$ cat src/design/stall_map.vh
// Register map, field layout, reset values and timing figures
`ifndef STALL_MAP_VH
`define STALL_MAP_VH

// Register byte offsets
`define OFS_CONFIG      12'h000
`define OFS_FLAGS       12'h004
`define OFS_IRQ_STATUS  12'h008
`define OFS_IRQ_MASK    12'h00c
`define OFS_LEVEL       12'h010

// Configuration fields
`define CFG_SETTLE_LSB  0
`define CFG_BLANK_LSB   3
`define CFG_ABS_LSB     6
`define CFG_DEL_LSB     10
`define CFG_MASK_BIT    14
`define CFG_RATE_BIT    15
`define CFG_JITTER_BIT  16
`define CFG_WIDTH       17
`define CFG_RESET       17'h00000

// Flag register bits
`define FLG_LO_BIT      0
`define FLG_HI_BIT      1
`define FLG_ABS_BIT     2
`define FLG_STALL_BIT   3
`define FLG_LOST_BIT    4

// Interrupt bits
`define IRQ_STALL_BIT   0
`define IRQ_REFUSE_BIT  1
`define IRQ_WIDTH       2
`define IRQ_RESET       2'h0

// Level scaling: one sample step is 62.5 mV
`define ABS_STEP_LSB    8
`define DEL_STEP_LSB    4

// Settle delay in microseconds, low and high chop rate
`define SETTLE_LO_US_0  10'h057
`define SETTLE_LO_US_1  10'h082
`define SETTLE_LO_US_2  10'h0ae
`define SETTLE_LO_US_3  10'h0d9
`define SETTLE_LO_US_4  10'h105
`define SETTLE_LO_US_5  10'h130
`define SETTLE_LO_US_6  10'h15c
`define SETTLE_LO_US_7  10'h187
`define SETTLE_HI_US_0  10'h02b
`define SETTLE_HI_US_1  10'h041
`define SETTLE_HI_US_2  10'h057
`define SETTLE_HI_US_3  10'h06d
`define SETTLE_HI_US_4  10'h082
`define SETTLE_HI_US_5  10'h098
`define SETTLE_HI_US_6  10'h0ae
`define SETTLE_HI_US_7  10'h0c4

// Clock rate in MHz
`define CLK_MHZ         250

`endif

$ cat src/design/bemf_stall_detector.v
// Back-EMF stall detector with APB registers and interrupt
//
// Behaviour
// Summary stall is the OR of low delta, high delta and absolute flags
// Low delta flag sets when sample is below average minus delta
// High delta flag sets when sample is above average plus delta
// Absolute flag sets when sample is below the absolute level
// A stall that stops the motor also sets the lost-step flag
// Settle code and chop rate select the measurement delay
// Host picks largest settle code shorter than one full step
// Blanking code n suppresses evaluation for n full steps after accel
// Absolute code zero disables; else level is code times 0.5 V
// Delta code zero disables; else difference is code times 0.25 V
// With full-duty mask set, detection is masked at 100% duty
// Host enables the mask near full duty and avoids such speeds
// Host keeps chop jitter off while stall detection is used
// Move command refused while lost-step or any fault flag is set
// Stall flags stay latched until the host reads them
//
// Register access over APB and the address map were chosen for this implementation.
`timescale 1ns/100ps
`default_nettype none
`include "stall_map.vh"
module bemf_stall_detector #(
    parameter CYCLES_PER_US = `CLK_MHZ,
    parameter AVG_SHIFT     = 3
) (
    // Clock and reset
    input  wire          clk,
    input  wire          rst_n,
    // APB slave
    input  wire          psel,
    input  wire          penable,
    input  wire          pwrite,
    input  wire [11:0]   paddr,
    input  wire [31:0]   pwdata,
    output reg  [31:0]   prdata,
    output reg           pready,
    output reg           pslverr,
    // Back-EMF measurement, 62.5 mV per step
    input  wire          bemf_valid,
    input  wire [7:0]    bemf_sample,
    // Motion events
    input  wire          full_step,
    input  wire          accel_done,
    input  wire          duty_full,
    input  wire          move_to_target_cmd,
    // Fault pins
    input  wire          thermal_shutdown_flag,
    input  wire          undervoltage_flag,
    input  wire          electrical_defect_flag,
    // Results
    output reg           stall_r,
    output reg           motor_stop_r,
    output reg           move_start_r,
    output reg           chop_rate_select_r,
    output reg           chop_jitter_enable_r,
    output reg           irq_r
);
    // Configuration and status state
    reg  [`CFG_WIDTH-1:0] cfg_r;
    reg                   low_side_delta_flag_r;
    reg                   high_side_delta_flag_r;
    reg                   absolute_level_flag_r;
    reg                   lost_step_flag_r;
    reg  [`IRQ_WIDTH-1:0] irq_status_r;
    reg  [`IRQ_WIDTH-1:0] irq_mask_r;
    reg  [7:0]            sample_r;
    reg  [2:0]            blank_cnt_r;
    reg  [2:0]            blank_cnt_nxt;
    reg                   step_blank_r;

    // Fault synchronisers
    reg  [2:0]            flt_s1_r;
    reg  [2:0]            flt_s2_r;
    reg  [2:0]            flt_s3_r;
    reg  [2:0]            flt_r;

    // Configuration fields
    wire [2:0] settle_window_code =
        cfg_r[`CFG_SETTLE_LSB+2:`CFG_SETTLE_LSB];
    wire [2:0] blanking_full_steps =
        cfg_r[`CFG_BLANK_LSB+2:`CFG_BLANK_LSB];
    wire [3:0] absolute_threshold_code =
        cfg_r[`CFG_ABS_LSB+3:`CFG_ABS_LSB];
    wire [3:0] delta_threshold_code =
        cfg_r[`CFG_DEL_LSB+3:`CFG_DEL_LSB];
    wire       full_duty_mask = cfg_r[`CFG_MASK_BIT];

    // APB decode
    wire       acc_phase = psel & penable & pready;
    wire       wr_en     = acc_phase & pwrite;
    wire       rd_en     = acc_phase & ~pwrite;
    wire       hit_cfg   = paddr == `OFS_CONFIG;
    wire       hit_flags = paddr == `OFS_FLAGS;
    wire       hit_ists  = paddr == `OFS_IRQ_STATUS;
    wire       hit_imask = paddr == `OFS_IRQ_MASK;
    wire       hit_level = paddr == `OFS_LEVEL;
    wire       mapped    = hit_cfg | hit_flags | hit_ists | hit_imask |
                           hit_level;

    // Measurement timing and average
    wire       eval_pt;
    wire [7:0] bemf_avg;

    settle_timer #(
        .CYCLES_PER_US (CYCLES_PER_US),
        .CW            (24)
    ) u_settle (
        .clk   (clk),
        .rst_n (rst_n),
        .start (full_step),
        .code  (settle_window_code),
        .rate  (chop_rate_select_r),
        .done  (eval_pt)
    );

    bemf_averager #(
        .W     (8),
        .SHIFT (AVG_SHIFT)
    ) u_avg (
        .clk          (clk),
        .rst_n        (rst_n),
        .sample_valid (eval_pt),
        .sample       (sample_r),
        .average      (bemf_avg)
    );

    // Thresholds in sample steps
    wire [8:0] abs_level = {2'h0, absolute_threshold_code, 3'h0};
    wire [8:0] del_level = {3'h0, delta_threshold_code, 2'h0};
    wire [8:0] smp9      = {1'b0, sample_r};
    wire [8:0] avg9      = {1'b0, bemf_avg};

    // Evaluation gate: blanking and full-duty masking
    wire       blanked   = step_blank_r;
    wire       duty_mask = full_duty_mask & duty_full;
    wire       evaluate  = eval_pt & ~blanked & ~duty_mask;

    wire       hit_lo  = evaluate & (delta_threshold_code != 4'h0) &
                         (smp9 + del_level < avg9);
    wire       hit_hi  = evaluate & (delta_threshold_code != 4'h0) &
                         (smp9 > avg9 + del_level);
    wire       hit_abs = evaluate & (absolute_threshold_code != 4'h0) &
                         (smp9 < abs_level);
    wire       hit_any = hit_lo | hit_hi | hit_abs;

    // Move gating against lost step and faults
    wire       move_block = lost_step_flag_r | (|flt_r);
    wire       move_ok    = move_to_target_cmd & ~move_block;
    wire       move_nak   = move_to_target_cmd & move_block;

    wire       flags_read = rd_en & hit_flags;
    localparam IRQ_W = `IRQ_WIDTH;
    wire [IRQ_W-1:0] irq_set;

    // Clear on read drops only the bits that the read returned
    wire       clr_lo   = flags_read & prdata[`FLG_LO_BIT];
    wire       clr_hi   = flags_read & prdata[`FLG_HI_BIT];
    wire       clr_abs  = flags_read & prdata[`FLG_ABS_BIT];
    wire       clr_lost = flags_read & prdata[`FLG_LOST_BIT];

    assign irq_set = {move_nak, hit_any};

    // Latest measurement
    always @(posedge clk) begin
        if (!rst_n)
            sample_r <= 8'h00;
        else if (bemf_valid)
            sample_r <= bemf_sample;
    end

    // Fault pins: three stages, change taken when stages two and three agree
    always @(posedge clk) begin
        if (!rst_n) begin
            flt_s1_r <= 3'h0;
            flt_s2_r <= 3'h0;
            flt_s3_r <= 3'h0;
            flt_r    <= 3'h0;
        end else begin
            flt_s1_r <= {electrical_defect_flag, undervoltage_flag,
                         thermal_shutdown_flag};
            flt_s2_r <= flt_s1_r;
            flt_s3_r <= flt_s2_r;
            flt_r    <= flt_r ^ ((flt_s2_r ^ flt_r) & ~(flt_s2_r ^ flt_s3_r));
        end
    end

    // Blanking counter loaded after acceleration, counts full steps down
    always @* begin
        blank_cnt_nxt = blank_cnt_r;
        if (accel_done)
            blank_cnt_nxt = blanking_full_steps;
        else if (full_step && blank_cnt_r != 3'h0)
            blank_cnt_nxt = blank_cnt_r - 3'h1;
    end

    always @(posedge clk) begin
        if (!rst_n)
            blank_cnt_r <= 3'h0;
        else
            blank_cnt_r <= blank_cnt_nxt;
    end

    // A step taken while steps remain to be blanked is not evaluated
    always @(posedge clk) begin
        if (!rst_n)
            step_blank_r <= 1'b0;
        else if (full_step)
            step_blank_r <= blank_cnt_r != 3'h0;
    end

    // Sticky stall flags; a new hit wins over the clearing read
    always @(posedge clk) begin
        if (!rst_n) begin
            low_side_delta_flag_r  <= 1'b0;
            high_side_delta_flag_r <= 1'b0;
            absolute_level_flag_r  <= 1'b0;
            lost_step_flag_r       <= 1'b0;
            stall_r                <= 1'b0;
        end else begin
            low_side_delta_flag_r  <= hit_lo |
                (low_side_delta_flag_r & ~clr_lo);
            high_side_delta_flag_r <= hit_hi |
                (high_side_delta_flag_r & ~clr_hi);
            absolute_level_flag_r  <= hit_abs |
                (absolute_level_flag_r & ~clr_abs);
            lost_step_flag_r       <= hit_any |
                (lost_step_flag_r & ~clr_lost);
            stall_r                <= hit_any |
                (low_side_delta_flag_r & ~clr_lo) |
                (high_side_delta_flag_r & ~clr_hi) |
                (absolute_level_flag_r & ~clr_abs);
        end
    end

    // Motion outputs
    always @(posedge clk) begin
        if (!rst_n) begin
            motor_stop_r <= 1'b0;
            move_start_r <= 1'b0;
        end else begin
            motor_stop_r <= hit_any;
            move_start_r <= move_ok;
        end
    end

    // Configuration register
    always @(posedge clk) begin
        if (!rst_n) begin
            cfg_r                <= `CFG_RESET;
            chop_rate_select_r   <= 1'b0;
            chop_jitter_enable_r <= 1'b0;
        end else begin
            if (wr_en && hit_cfg)
                cfg_r <= pwdata[`CFG_WIDTH-1:0];
            chop_rate_select_r   <= cfg_r[`CFG_RATE_BIT];
            chop_jitter_enable_r <= cfg_r[`CFG_JITTER_BIT];
        end
    end

    // Interrupt status, mask and output; set wins over write-one clear
    always @(posedge clk) begin
        if (!rst_n) begin
            irq_status_r <= `IRQ_RESET;
            irq_mask_r   <= `IRQ_RESET;
            irq_r        <= 1'b0;
        end else begin
            if (wr_en && hit_ists)
                irq_status_r <= irq_set |
                    (irq_status_r & ~pwdata[IRQ_W-1:0]);
            else
                irq_status_r <= irq_set | irq_status_r;
            if (wr_en && hit_imask)
                irq_mask_r <= pwdata[IRQ_W-1:0];
            irq_r <= |(irq_status_r & irq_mask_r);
        end
    end

    // APB answer: one wait state, error on unmapped offsets
    always @(posedge clk) begin
        if (!rst_n) begin
            pready  <= 1'b0;
            pslverr <= 1'b0;
            prdata  <= 32'h00000000;
        end else begin
            pready  <= psel & penable & ~pready;
            pslverr <= psel & penable & ~pready & ~mapped;
            prdata  <= 32'h00000000;
            if (psel && penable && !pready && !pwrite) begin
                if (hit_cfg)
                    prdata <= {{(32-`CFG_WIDTH){1'b0}}, cfg_r};
                else if (hit_flags)
                    prdata <= {27'h0000000, lost_step_flag_r, stall_r,
                               absolute_level_flag_r,
                               high_side_delta_flag_r,
                               low_side_delta_flag_r};
                else if (hit_ists)
                    prdata <= {{(32-IRQ_W){1'b0}}, irq_status_r};
                else if (hit_imask)
                    prdata <= {{(32-IRQ_W){1'b0}}, irq_mask_r};
                else if (hit_level)
                    prdata <= {13'h0000, blank_cnt_r, bemf_avg, sample_r};
            end
        end
    end
endmodule
`default_nettype wire

$ cat src/design/settle_timer.v
// Measurement delay timer started on each full step
`timescale 1ns/100ps
`default_nettype none
`include "stall_map.vh"
module settle_timer #(
    parameter CYCLES_PER_US = `CLK_MHZ,
    parameter CW            = 24
) (
    // Clock and reset
    input  wire          clk,
    input  wire          rst_n,
    // Control
    input  wire          start,
    input  wire [2:0]    code,
    input  wire          rate,
    // Result
    output reg           done
);
    reg  [CW-1:0] cnt_r;
    reg           run_r;
    reg  [9:0]    us;
    wire [31:0]   load_w = us * CYCLES_PER_US;
    wire [CW-1:0] load   = load_w[CW-1:0];

    always @* begin
        case ({rate, code})
            4'h0:    us = `SETTLE_LO_US_0;
            4'h1:    us = `SETTLE_LO_US_1;
            4'h2:    us = `SETTLE_LO_US_2;
            4'h3:    us = `SETTLE_LO_US_3;
            4'h4:    us = `SETTLE_LO_US_4;
            4'h5:    us = `SETTLE_LO_US_5;
            4'h6:    us = `SETTLE_LO_US_6;
            4'h7:    us = `SETTLE_LO_US_7;
            4'h8:    us = `SETTLE_HI_US_0;
            4'h9:    us = `SETTLE_HI_US_1;
            4'ha:    us = `SETTLE_HI_US_2;
            4'hb:    us = `SETTLE_HI_US_3;
            4'hc:    us = `SETTLE_HI_US_4;
            4'hd:    us = `SETTLE_HI_US_5;
            4'he:    us = `SETTLE_HI_US_6;
            default: us = `SETTLE_HI_US_7;
        endcase
    end

    // Restart on every step; done pulses once the delay has run out
    always @(posedge clk) begin
        if (!rst_n) begin
            cnt_r <= {CW{1'b0}};
            run_r <= 1'b0;
            done  <= 1'b0;
        end else if (start) begin
            cnt_r <= load - 1'b1;
            run_r <= 1'b1;
            done  <= 1'b0;
        end else if (run_r && cnt_r == {CW{1'b0}}) begin
            run_r <= 1'b0;
            done  <= 1'b1;
        end else begin
            cnt_r <= run_r ? cnt_r - 1'b1 : cnt_r;
            done  <= 1'b0;
        end
    end
endmodule
`default_nettype wire

$ cat src/design/bemf_averager.v
// Running average of the back-EMF samples
`timescale 1ns/100ps
`default_nettype none
module bemf_averager #(
    parameter W     = 8,
    parameter SHIFT = 3
) (
    // Clock and reset
    input  wire          clk,
    input  wire          rst_n,
    // Samples
    input  wire          sample_valid,
    input  wire [W-1:0]  sample,
    // Average
    output wire [W-1:0]  average
);
    reg  [W+SHIFT-1:0] acc_r;
    wire [W+SHIFT-1:0] ext = {{SHIFT{1'b0}}, sample};
    wire [W+SHIFT-1:0] cur = {{SHIFT{1'b0}}, acc_r[W+SHIFT-1:SHIFT]};

    // acc holds average scaled by 2^SHIFT
    always @(posedge clk) begin
        if (!rst_n)
            acc_r <= {(W+SHIFT){1'b0}};
        else if (sample_valid)
            acc_r <= acc_r - cur + ext;
    end

    assign average = acc_r[W+SHIFT-1:SHIFT];
endmodule
`default_nettype wire

$ cat config.mk
export PLATFORM = sky130hd
export DESIGN_NAME = bemf_stall_detector
export DESIGN_NICKNAME = d
export VERILOG_FILES = /design/src/design/bemf_stall_detector.v /design/src/design/settle_timer.v /design/src/design/bemf_averager.v
export VERILOG_INCLUDE_DIRS = /design/src /design/src/design
export SDC_FILE = /design/constraint.sdc
export NUM_CORES = 1
export LEC_CHECK = 0
export CAP_MARGIN = 20
export CORE_ASPECT_RATIO = 1.2
export CORE_UTILIZATION = 67
export CTS_CLUSTER_DIAMETER = 60
export DETAILED_ROUTE_END_ITERATION = 16
export DONT_BUFFER_PORTS = 1
export PLACE_DENSITY = 0.83
export SLEW_MARGIN = 20
export SYNTH_ARGS = -nofsm -noshare
export SYNTH_HDL_FRONTEND = slang
export SYNTH_HIERARCHICAL = 1
export SYNTH_SLANG_ARGS = --single-unit
$ cat constraint.sdc
create_clock -name clk -period 8.7 [get_ports clk]
set_input_delay 0.435 -clock clk [delete_from_list [all_inputs] [get_ports clk]]
set_output_delay 0.435 -clock clk [all_outputs]
set_load 0.02 [all_outputs]
**After elaboration in Yosys (flattened, before gate mapping)**

Memory sizes are Yosys's and may differ from the RTL's.
Cells that the tools add are included.

- Shift-type cells: 0
- $add $sub $neg: 7
- Divide/modulo/power cells: 0
- Mux-type cells: 14
- Order comparisons: 3
- Equality and inequality tests: 5
- Bitwise logic cells: 62
- Multiply operators: 1
- Reductions and logical operators: 25

Operators by type and width:

| cell | number |
|---|---|
| 2-to-1 mux 17 bit | 5 |
| 2-to-1 mux 24 bit | 3 |
| bitwise AND 1 bit | 25 |
| == test 12 x 4 -> 1 bit, second input constant | 2 |
| zero test 24 bit | 1 |
| subtractor 24 x 1 -> 24 bit, second input constant | 1 |
| subtractor 18 x 1 -> 19 bit, second input constant | 1 |
| adder 8 x 6 -> 9 bit | 2 |
| multiplier 10 x 7 -> 17 bit, second input constant | 1 |
| OR 1 bit | 14 |
| inverter 1 bit | 13 |
| == test 12 x 3 -> 1 bit, second input constant | 1 |
| == test 12 x 5 -> 1 bit, second input constant | 1 |
| zero test 12 bit | 1 |
| adder 11 x 8 -> 11 bit | 1 |
| subtractor 11 x 8 -> 11 bit | 1 |
| greater-than comparator 8 x 9 -> 1 bit | 1 |
| less-than comparator 9 x 8 -> 1 bit | 1 |
| bitwise XOR 3 bit | 3 |
| logical AND 1 bit | 8 |
| less-than comparator 8 x 7 -> 1 bit | 1 |
| nonzero test 4 bit | 2 |
| OR reduction 7 bit | 1 |
| 2-to-1 mux 3 bit | 2 |
| 16 further kinds | 25 |

- ROM bits: 144
- Memory bits (writable): 0
- Output and inout bits: 40
- Bits of input ports: 65
- Flip-flop bits (word level): 126
- Word-level logic and storage cells: 147
- Bits in latches: 0
- Memories kept: 1

Memory list:

| name | words | width | read ports | clocked after memory_dff | wr ports | line | text |
|---|---|---|---|---|---|---|---|
| (name not given) | 16 | 9 | 1 | 0 | 0 | settle_timer.v:26 | `case ({rate, code})` |

**Depth between registers and ports, before layout**

Gate-level depths: netlist of run 1.

- Depth in word-level cells: 10
- Gate-level depth with buffers: 23
- Mapped depth without buffers: 23

**Cells and area by module**

Netlist of run 1, hierarchy kept.

By module, submodules not included:

| module | cells an instance | area an instance (µm²) | times used |
|---|---|---|---|
| settle_timer | 445 | 3799.9 | 1 |
| bemf_stall_detector | 379 | 3661.0 | 1 |
| bemf_averager | 151 | 1239.9 | 1 |

**Worst setup path before layout of run 1**

No wires, ideal clock.

- Path type: flip-flop to flip-flop
- Start point: reg chop_rate_select_r
- End point: reg u_settle.cnt_r[17]
- Cell stages (with the launch flop): 20
- Path slack: 2969 ps
- Arrival time: 5598 ps
- Setup time: 133 ps
- Data required time: 8567 ps
- Period minus slack after synthesis: 5731 ps
- Cells stage by stage: dfxtp_1 > clkbuf_1 > mux2_2 > a21oi_1 > inv_1 > ha_1 > xnor2_1 > fa_1 > fa_1 > fa_1 > inv_1 > ha_1 > o211ai_1 > a21o_1 > a21o_2 > a211oi_2 > o2111ai_2 > nor4_1 > xor2_1 > a21oi_1

- Cells in the longest elaborated chain, start to end: 4

Ends and longest elaborated chain:

| element | line | text |
|---|---|---|
| start: declaration | bemf_stall_detector.v:56 | `output reg chop_rate_select_r,` |
| start signal: assignment | bemf_stall_detector.v:257 | `` chop_rate_select_r <= cfg_r[`CFG_RATE_BIT]; `` |
| memory (16 x 9 bit) | n/a |  |
| multiplier 10 x 7 -> 17 bit | settle_timer.v:22 | `wire [31:0] load_w = us * CYCLES_PER_US;` |
| subtractor 18 x 1 -> 19 bit | settle_timer.v:53 | `cnt_r <= load - 1'b1;` |
| 2-to-1 mux 24 bit | settle_timer.v:52 | `end else if (start) begin` |
| end signal: assignment | settle_timer.v:49 | `cnt_r <= {CW{1'b0}};` |
| end signal: assignment | settle_timer.v:53 |  |
| end signal: assignment | settle_timer.v:60 | `cnt_r <= run_r ? cnt_r - 1'b1 : cnt_r;` |
| end: declaration | settle_timer.v:19 | `reg [CW-1:0] cnt_r;` |

No other way between the ends.
A chain may end at the register's enable or synchronous reset.

**Final worst setup path of run 1**

- Start point: reg cfg_r[1]
- End point: reg u_settle.cnt_r[20]

- Cells in the longest elaborated chain, start to end: 4

Ends and longest elaborated chain:

| element | line | text |
|---|---|---|
| start: declaration | bemf_stall_detector.v:61 | `` reg [`CFG_WIDTH-1:0] cfg_r; `` |
| start signal: assignment | bemf_stall_detector.v:251 | `` cfg_r <= `CFG_RESET; `` |
| start signal: assignment | bemf_stall_detector.v:256 | `` cfg_r <= pwdata[`CFG_WIDTH-1:0]; `` |
| memory (16 x 9 bit) | n/a |  |
| multiplier 10 x 7 -> 17 bit | settle_timer.v:22 |  |
| subtractor 18 x 1 -> 19 bit | settle_timer.v:53 |  |
| 2-to-1 mux 24 bit | settle_timer.v:52 |  |

No other way between the ends.

==> run metrics, run 1 <==
Final TNS setup=0 ns; worst setup margin=2.24 ns; core area=12,700 µm²; share of cells above drive strength 1=8.32%; vias in the first global route=6,951; Rows=45; Async SR Flop Fraction=0%; count of input and output buffers=0; share of the synthesized area in the top cell type=26.0%; Top delay family on crit path=adder cells; r2r setup slk=2.24 ns; Max Root-Sink Buffers=2; Clock Sinks=113; DRT Wirelength=20.5 mm; DIE AREA=13,400 µm²; routed vias/inst=6.11; status=completed; fin crit share=74.3%; routed via count=6,950; post-CTS setup buffer count=0; wire length of the first global-routing pass=33.0 mm; H-tree depth=4; Die Y=127 µm; ANT nets after route=0; Lkg Pwr=4.03 nW; Post-Syn Instances=975; Final min period=6.46 ns; synthesized area=8700 µm²; clk slew on worst S/H paths=0.06 ns; Seq/Total Area, Yosys=26.0%; register area=2260 µm²; slowest CP cell=fa_1; pin count of the biggest net entering global routing=50; WL/cell=18.1 µm; number of max-cap violations=0; Crit Path Category=flop to flop; Final Max Slew Viols=0; nets=1,145; CP required=9.04 ns; DRC violations left=0; P per Cell Area=153 nW/µm²; Setup crit end kind=flop; global route total overflow=0; Post-Syn Area per Cell=8.92 µm²; relative slew slack=37.1%; ANT cells=0; P&R area growth vs syn=7.19%; fillcell total=945; RSZ-0062 raised after global routing=no; worst path bufs/invs=3; Ys Warns=6; starting DRC count in detailed routing=370; worst-path cell chain=inv_1, ha_1, mux2_2, a21oi_1, inv_1, ha_1, xnor2_1, fa_1, fa_1, fa_1, inv_1, ha_1, o211ai_1, a21o_1, a21o_2, a211oi_2, o2111ai_2, nor3_2, nand3_1, a22oi_1; Worst Skew=0.00887 ns; CP Launch Type=flop; Root Driver=clkbuf_16; final hold slack=0.119 ns; worst path arrival time=6.80 ns; die width=106 µm; Worst path max stage delay=0.52 ns; Synth cell types=91; Max Fclk=155 MHz; Skew-Pair Late Insertion Delay=0.42 ns; hold crit path type=input port to flop; dpl ws=2.25 ns; initial antenna violation count=0; number of synthesized flops with an enable pin=0; HPWL after DPL=14.7 mm; IO Pins=105; most common cell in the netlist=dfxtp_1; top cells by count, synth=113 x dfxtp_1, 111 x inv_1, 90 x nor2_1; Worst VDD drop=0.188 mV; # resized after CTS=0; TritonCTS clock tree=built; Synth area leaders=dfxtp_1 26%, ha_1 13%, fa_1 7.4%; CP max FO=8; final RePlAce weighted congestion=0.864; worst slew pin tran=0.936 ns; Num CTS Buffers=17; Synth Flop Type=dfxtp_1; cell taking the most area after synthesis=dfxtp_1; Hold Vio Cnt, Final=0; drt first pass iters=5; GRT Total Usage=31.4%; footprint of the multi-input gates=5760 µm²; Final setup viols=0; cts hold-fix bufs=0; initial core utilization=68.7%; Seq cells post-synth=113
## cells by family after synthesis
logic type	after synthesis	share of synthesized area, %
AO/OA/AOI/OAI	213	17.3
XOR/XNOR	55	5.80
adder cells (fa/ha/maj)	120	20.0
buffers and inverters	161	8.43
flip-flops	113	26.0
multiplexers	38	4.40
other	1	0.0431
AND/OR/NAND/NOR	274	18.0
## through the flow
stage	power, W	utilization (%)	cells	area [µm²]
2_1_floorplan	0.000649	-	987	8750
3_3_place_gp	0.000658	68.4	1105	8670
5_1_grt	0.00147	73.6	1137	9330
3_5_place_dp	0.000661	68.4	1105	8670
4_1_cts	0.00143	73.6	1137	9330
6_report	0.00143	73.6	1137	9330
## power breakdown
part           internal, W  switching [W]
sequential        0.000528      0.0000151
combinational    0.0000472      0.0000649
clock             0.000510       0.000264
total              0.00109       0.000344
## cell usage in the layout, fill, tap and decap left out, types with 8 or more instances in the layout
| master | Yosys | layout |
|---|---|---|
| and2_1 | 18 | 18 |
| fa_1 | 32 | 32 |
| inv_1 | 111 | 111 |
| nor4_1 | 9 | 9 |
| o211ai_1 | 11 | 11 |
| nor2_1 | 90 | 90 |
| ha_1 | 88 | 88 |
| a21o_1 | 16 | 16 |
| mux2i_1 | 36 | 36 |
| nand4_1 | 8 | 8 |
| nand2_1 | 37 | 37 |
| nor2b_1 | 8 | 8 |
| xor2_1 | 21 | 21 |
| a211oi_1 | 14 | 14 |
| dfxtp_1 | 113 | 113 |
| clkbuf_16 | 0 | 17 |
| conb_1 | 1 | 13 |
| nand3_1 | 18 | 18 |
| a22o_1 | 12 | 12 |
| nor3_1 | 11 | 11 |
| a21oi_1 | 57 | 57 |
| xnor2_1 | 31 | 31 |
| nand2b_1 | 17 | 17 |
| o21ai_0 | 31 | 31 |
| and3_1 | 9 | 9 |
## sequential cells by signal, indices dropped and copies added, names as in the netlist, 2 cells and up, named ones only
| name | cells |
|---|---|
| flt_s3_r | 3 |
| flt_s1_r | 3 |
| u_settle/cnt_r | 24 |
| u_avg/acc_r | 11 |
| flt_s2_r | 3 |
| prdata | 19 |
| cfg_r | 17 |
| irq_status_r | 2 |
| sample_r | 8 |
| irq_mask_r | 2 |
| blank_cnt_r | 3 |
## layout make-up
cell class              instances  share of cell area, %
multi-input cells             713                   61.8
clock inverters                15                   2.48
inverters                     112                   4.51
flip-flops and latches        113                   24.3
well taps                     164                   2.20
repair buffers                  3                  0.241
clock buffers                  17                   4.56
## worst paths after layout
check                               from                              end  cells past startpoint
hold / removal                 full_step  u_settle/cnt_r[13]$_SDFFE_PN0P_                      1
hold reg to reg   flt_s1_r[0]$_SDFF_PN0_           flt_s2_r[0]$_SDFF_PN0_                      1
setup / recovery   cfg_r[1]$_SDFFE_PN0P_  u_settle/cnt_r[20]$_SDFFE_PN0P_                     20
setup reg to reg   cfg_r[1]$_SDFFE_PN0P_  u_settle/cnt_r[20]$_SDFFE_PN0P_                     20
## layer usage
layer	vias to the layer above	part of all wire, %	GRT usage (%)	wire length, µm
met1	3342	39	33.0	8050
met3	59	4.3	6.12	882
met5	-	0	0	0
met4	0	4.1	16.8	841
li1	3345	-	-	-
met2	204	52	58.6	10800
No activity file was read; power rests on OpenSTA's default activity.
==> inputs of run 2 (changes only) <==
--- a/config.mk
+++ b/config.mk
@@ -8,11 +8,11 @@
 export LEC_CHECK = 0
 export CAP_MARGIN = 20
 export CORE_ASPECT_RATIO = 1.2
-export CORE_UTILIZATION = 67
+export CORE_UTILIZATION = 65
 export CTS_CLUSTER_DIAMETER = 60
 export DETAILED_ROUTE_END_ITERATION = 16
 export DONT_BUFFER_PORTS = 1
-export PLACE_DENSITY = 0.83
+export PLACE_DENSITY = 0.81
 export SLEW_MARGIN = 20
 export SYNTH_ARGS = -nofsm -noshare
 export SYNTH_HDL_FRONTEND = slang
==> constraint.sdc (replaced) <==
create_clock -name clk -period 6.6 [get_ports clk]
set_input_delay 0.33 -clock clk [delete_from_list [all_inputs] [get_ports clk]]
set_output_delay 0.33 -clock clk [all_outputs]
set_load 0.02 [all_outputs]
==> run 2 against run 1 <==
  * Cell count grew 0.62%
  * Largest cell class unchanged
  * Sequential power up 32%
  * Non-clock buffer count rose by 7
  * Critical endpoint unchanged
  * Register-to-register slack worse by 1.8 ns
  * Combinational power increased by 32%
  * Highest routed layer unchanged
  * Total power up 33%
  * Via count grew 0.29%
  * Largest power group unchanged
==> run metrics, run 2 (synthesized netlist as in run 1, its figures left out) <==
Final Max Slew Viols=0 (unchanged); Root Driver=clkbuf_16; number of max-cap violations=0 (unchanged); Worst path max stage delay=0.53 ns (about the same); Lkg Pwr=4.08 nW (+1.3%); Rows=45 (unchanged); Worst Skew=0.00767 ns (-0.00120 ns); count of input and output buffers=0 (unchanged); clk slew on worst S/H paths=0.06 ns (about the same); CP dominant cell by count=ha_1; Max Fclk=161 MHz (+4.3%); Skew-Pair Late Insertion Delay=0.42 ns (about the same); Hold Vio Cnt, Final=0 (unchanged); Final TNS setup=0 ns (unchanged); ANT cells=0 (unchanged); worst path arrival time=6.49 ns (-0.31 ns); DRC violations left=0 (unchanged); P&R area growth vs syn=8.10%; share of cells above drive strength 1=8.98% (+0.65 points); DRT Wirelength=19.8 mm (-3.7%); Max Root-Sink Buffers=2 (unchanged); Largest Register=u_settle/cnt_r; TritonCTS clock tree=built; relative slew slack=31.0% (-6.1 points); Crit Path Category=flop to flop; fillcell total=970 (+2.6%); worst-path cell chain=inv_1, ha_1, nor2b_1, a21oi_1, ha_1, ha_1, xor2_1, ha_1, a21o_1, fa_1, inv_1, fa_1, inv_1, ha_1, a21oi_1, o21ai_2, a31oi_1, o21ai_1, or4b_1, and4b_4, nand3_1, a22oi_1; die width=108 µm (+1.5%); commonest cells after routing, fill and taps aside=113 x dfxtp_1, 111 x inv_1, 90 x nor2_1, 88 x ha_1, 55 x a21oi_1; ANT nets after route=0 (unchanged); initial core utilization=67.8% (-0.90 points); max reg flops=24 (unchanged); Setup crit end kind=flop; drt first pass iters=7 (+2); core area=12,800 µm² (+1.3%); Final setup viols=0 (unchanged); IO Pins=105 (unchanged); final RePlAce weighted congestion=0.928 (+7.5%); vias in the first global route=7,004 (+0.76%); worst path bufs/invs=3 (unchanged); H-tree depth=4 (unchanged); DIE AREA=13,900 µm² (+3.0%); Clock Sinks=113 (unchanged); Placed Cells incl. Taps=1,110 (+0.45%); initial antenna violation count=0 (unchanged); Largest regs=u_settle/cnt_r: 24 flops, prdata: 19 flops, cfg_r: 17 flops; routed via count=6,970 (+0.29%); worst slew pin tran=1.03 ns (+0.0981 ns); GRT Total Usage=30.2% (-1.2 points); Top delay family on crit path=adder cells; HPWL after DPL=14.5 mm (-1.2%); hold crit path type=input port to flop; P per Cell Area=202 nW/µm² (+32%); fin cells=1,144 (+0.62%); pin count of the biggest net entering global routing=50 (unchanged); RSZ-0062 raised after global routing=no; Tot Pwr=0.00190 W (+33%); slowest CP cell=or4b_1; wire length of the first global-routing pass=32.5 mm (-1.5%); nets=1,152 (+0.61%); CP required=6.89 ns (-2.15 ns); status=completed; post-CTS setup buffer count=0 (unchanged); Num CTS Buffers=17 (unchanged); starting DRC count in detailed routing=323 (-13%); CP Launch Type=flop; CP max FO=8 (unchanged); Worst VDD drop=0.193 mV (+2.9%); fin crit share=93.9% (+20 points); Die Y=129 µm (+1.5%); routed vias/inst=6.09 (-0.33%); Final min period=6.19 ns (-0.269 ns); global route total overflow=0 (unchanged); commonest non-fill, non-tap cell in the layout=dfxtp_1; WL/cell=17.3 µm (-4.3%)
-- run 2: worst register-to-register path: stages (launching register included) --
cell and delay [ns]:
dfxtp_1 0.48, inv_1 0.13, ha_1 0.35, nor2b_1 0.18, a21oi_1 0.31, ha_1 0.37
ha_1 0.34, xor2_1 0.16, ha_1 0.18, a21o_1 0.16, fa_1 0.49, inv_1 0.06
fa_1 0.50, inv_1 0.04, ha_1 0.34, a21oi_1 0.21, o21ai_2 0.12, a31oi_1 0.34
o21ai_1 0.19, or4b_1 0.53, and4b_4 0.25, nand3_1 0.23, a22oi_1 0.11
-- run 2: area by class of cell --
cell class              instances  area, µm²  share of cell area (%)
repair buffers                 10       80.1                   0.851
well taps                     164        205                    2.18
flip-flops and latches        113       2260                    24.1
clock buffers                  20        467                    4.96
inverters                     112        420                    4.47
multi-input cells             713       5770                    61.3
clock inverters                12        204                    2.17
-- run 2: through the flow --
stage	hold slack, ns	worst slack, ns	cell area (µm²)	utilization [%]
floorplan	0.412	0.869	8750	-
global placement	0.418	0.350	8710	67.8
detailed placement	0.424	0.281	8710	67.8
CTS	0.00190	0.244	9400	73.2
global route	0.00573	0.0757	9410	73.3
finish	0.0157	0.405	9410	73.3
-- run 2: where the power goes --
group | total, W | switching, W | leakage [nW] | internal (W)
sequential | 0.000716 | 0.0000194 | 0.918 | 0.000697
clock | 0.00104 | 0.000337 | 0.319 | 0.000701
combinational | 0.000148 | 0.0000857 | 2.84 | 0.0000626
total | 0.00190 | 0.000442 | 4.08 | 0.00146
-- run 2: final timing paths --
kind / from / to / slack, ns / depth (start not counted)
worst max-delay path: cfg_r[1]$_SDFFE_PN0P_ / u_settle/cnt_r[20]$_SDFFE_PN0P_ / 0.41 / 22
worst min-delay path: full_step / u_settle/cnt_r[7]$_SDFFE_PN0P_ / 0.02 / 1
worst max register to register: cfg_r[1]$_SDFFE_PN0P_ / u_settle/cnt_r[20]$_SDFFE_PN0P_ / 0.41 / 22
worst min register to register: flt_s1_r[2]$_SDFF_PN0_ / flt_s2_r[2]$_SDFF_PN0_ / 0.43 / 1
-- run 2: timing repair --
item,in CTS,in global routing
endpoints found under the setup margin,0,7
gates resized for setup,0,2
endpoints found under the hold margin,4,0
hold buffers,2,0
-- run 2: per-layer routing --
| layer | share of wire (%) | global-route usage, % | wire length, µm |
|---|---|---|---|
| met3 | 4.4 | 5.42 | 863 |
| met1 | 40 | 33.4 | 7960 |
| met2 | 51 | 54.1 | 10000 |
| met5 | 0 | 0 | 0 |
| met4 | 4.7 | 17.4 | 921 |
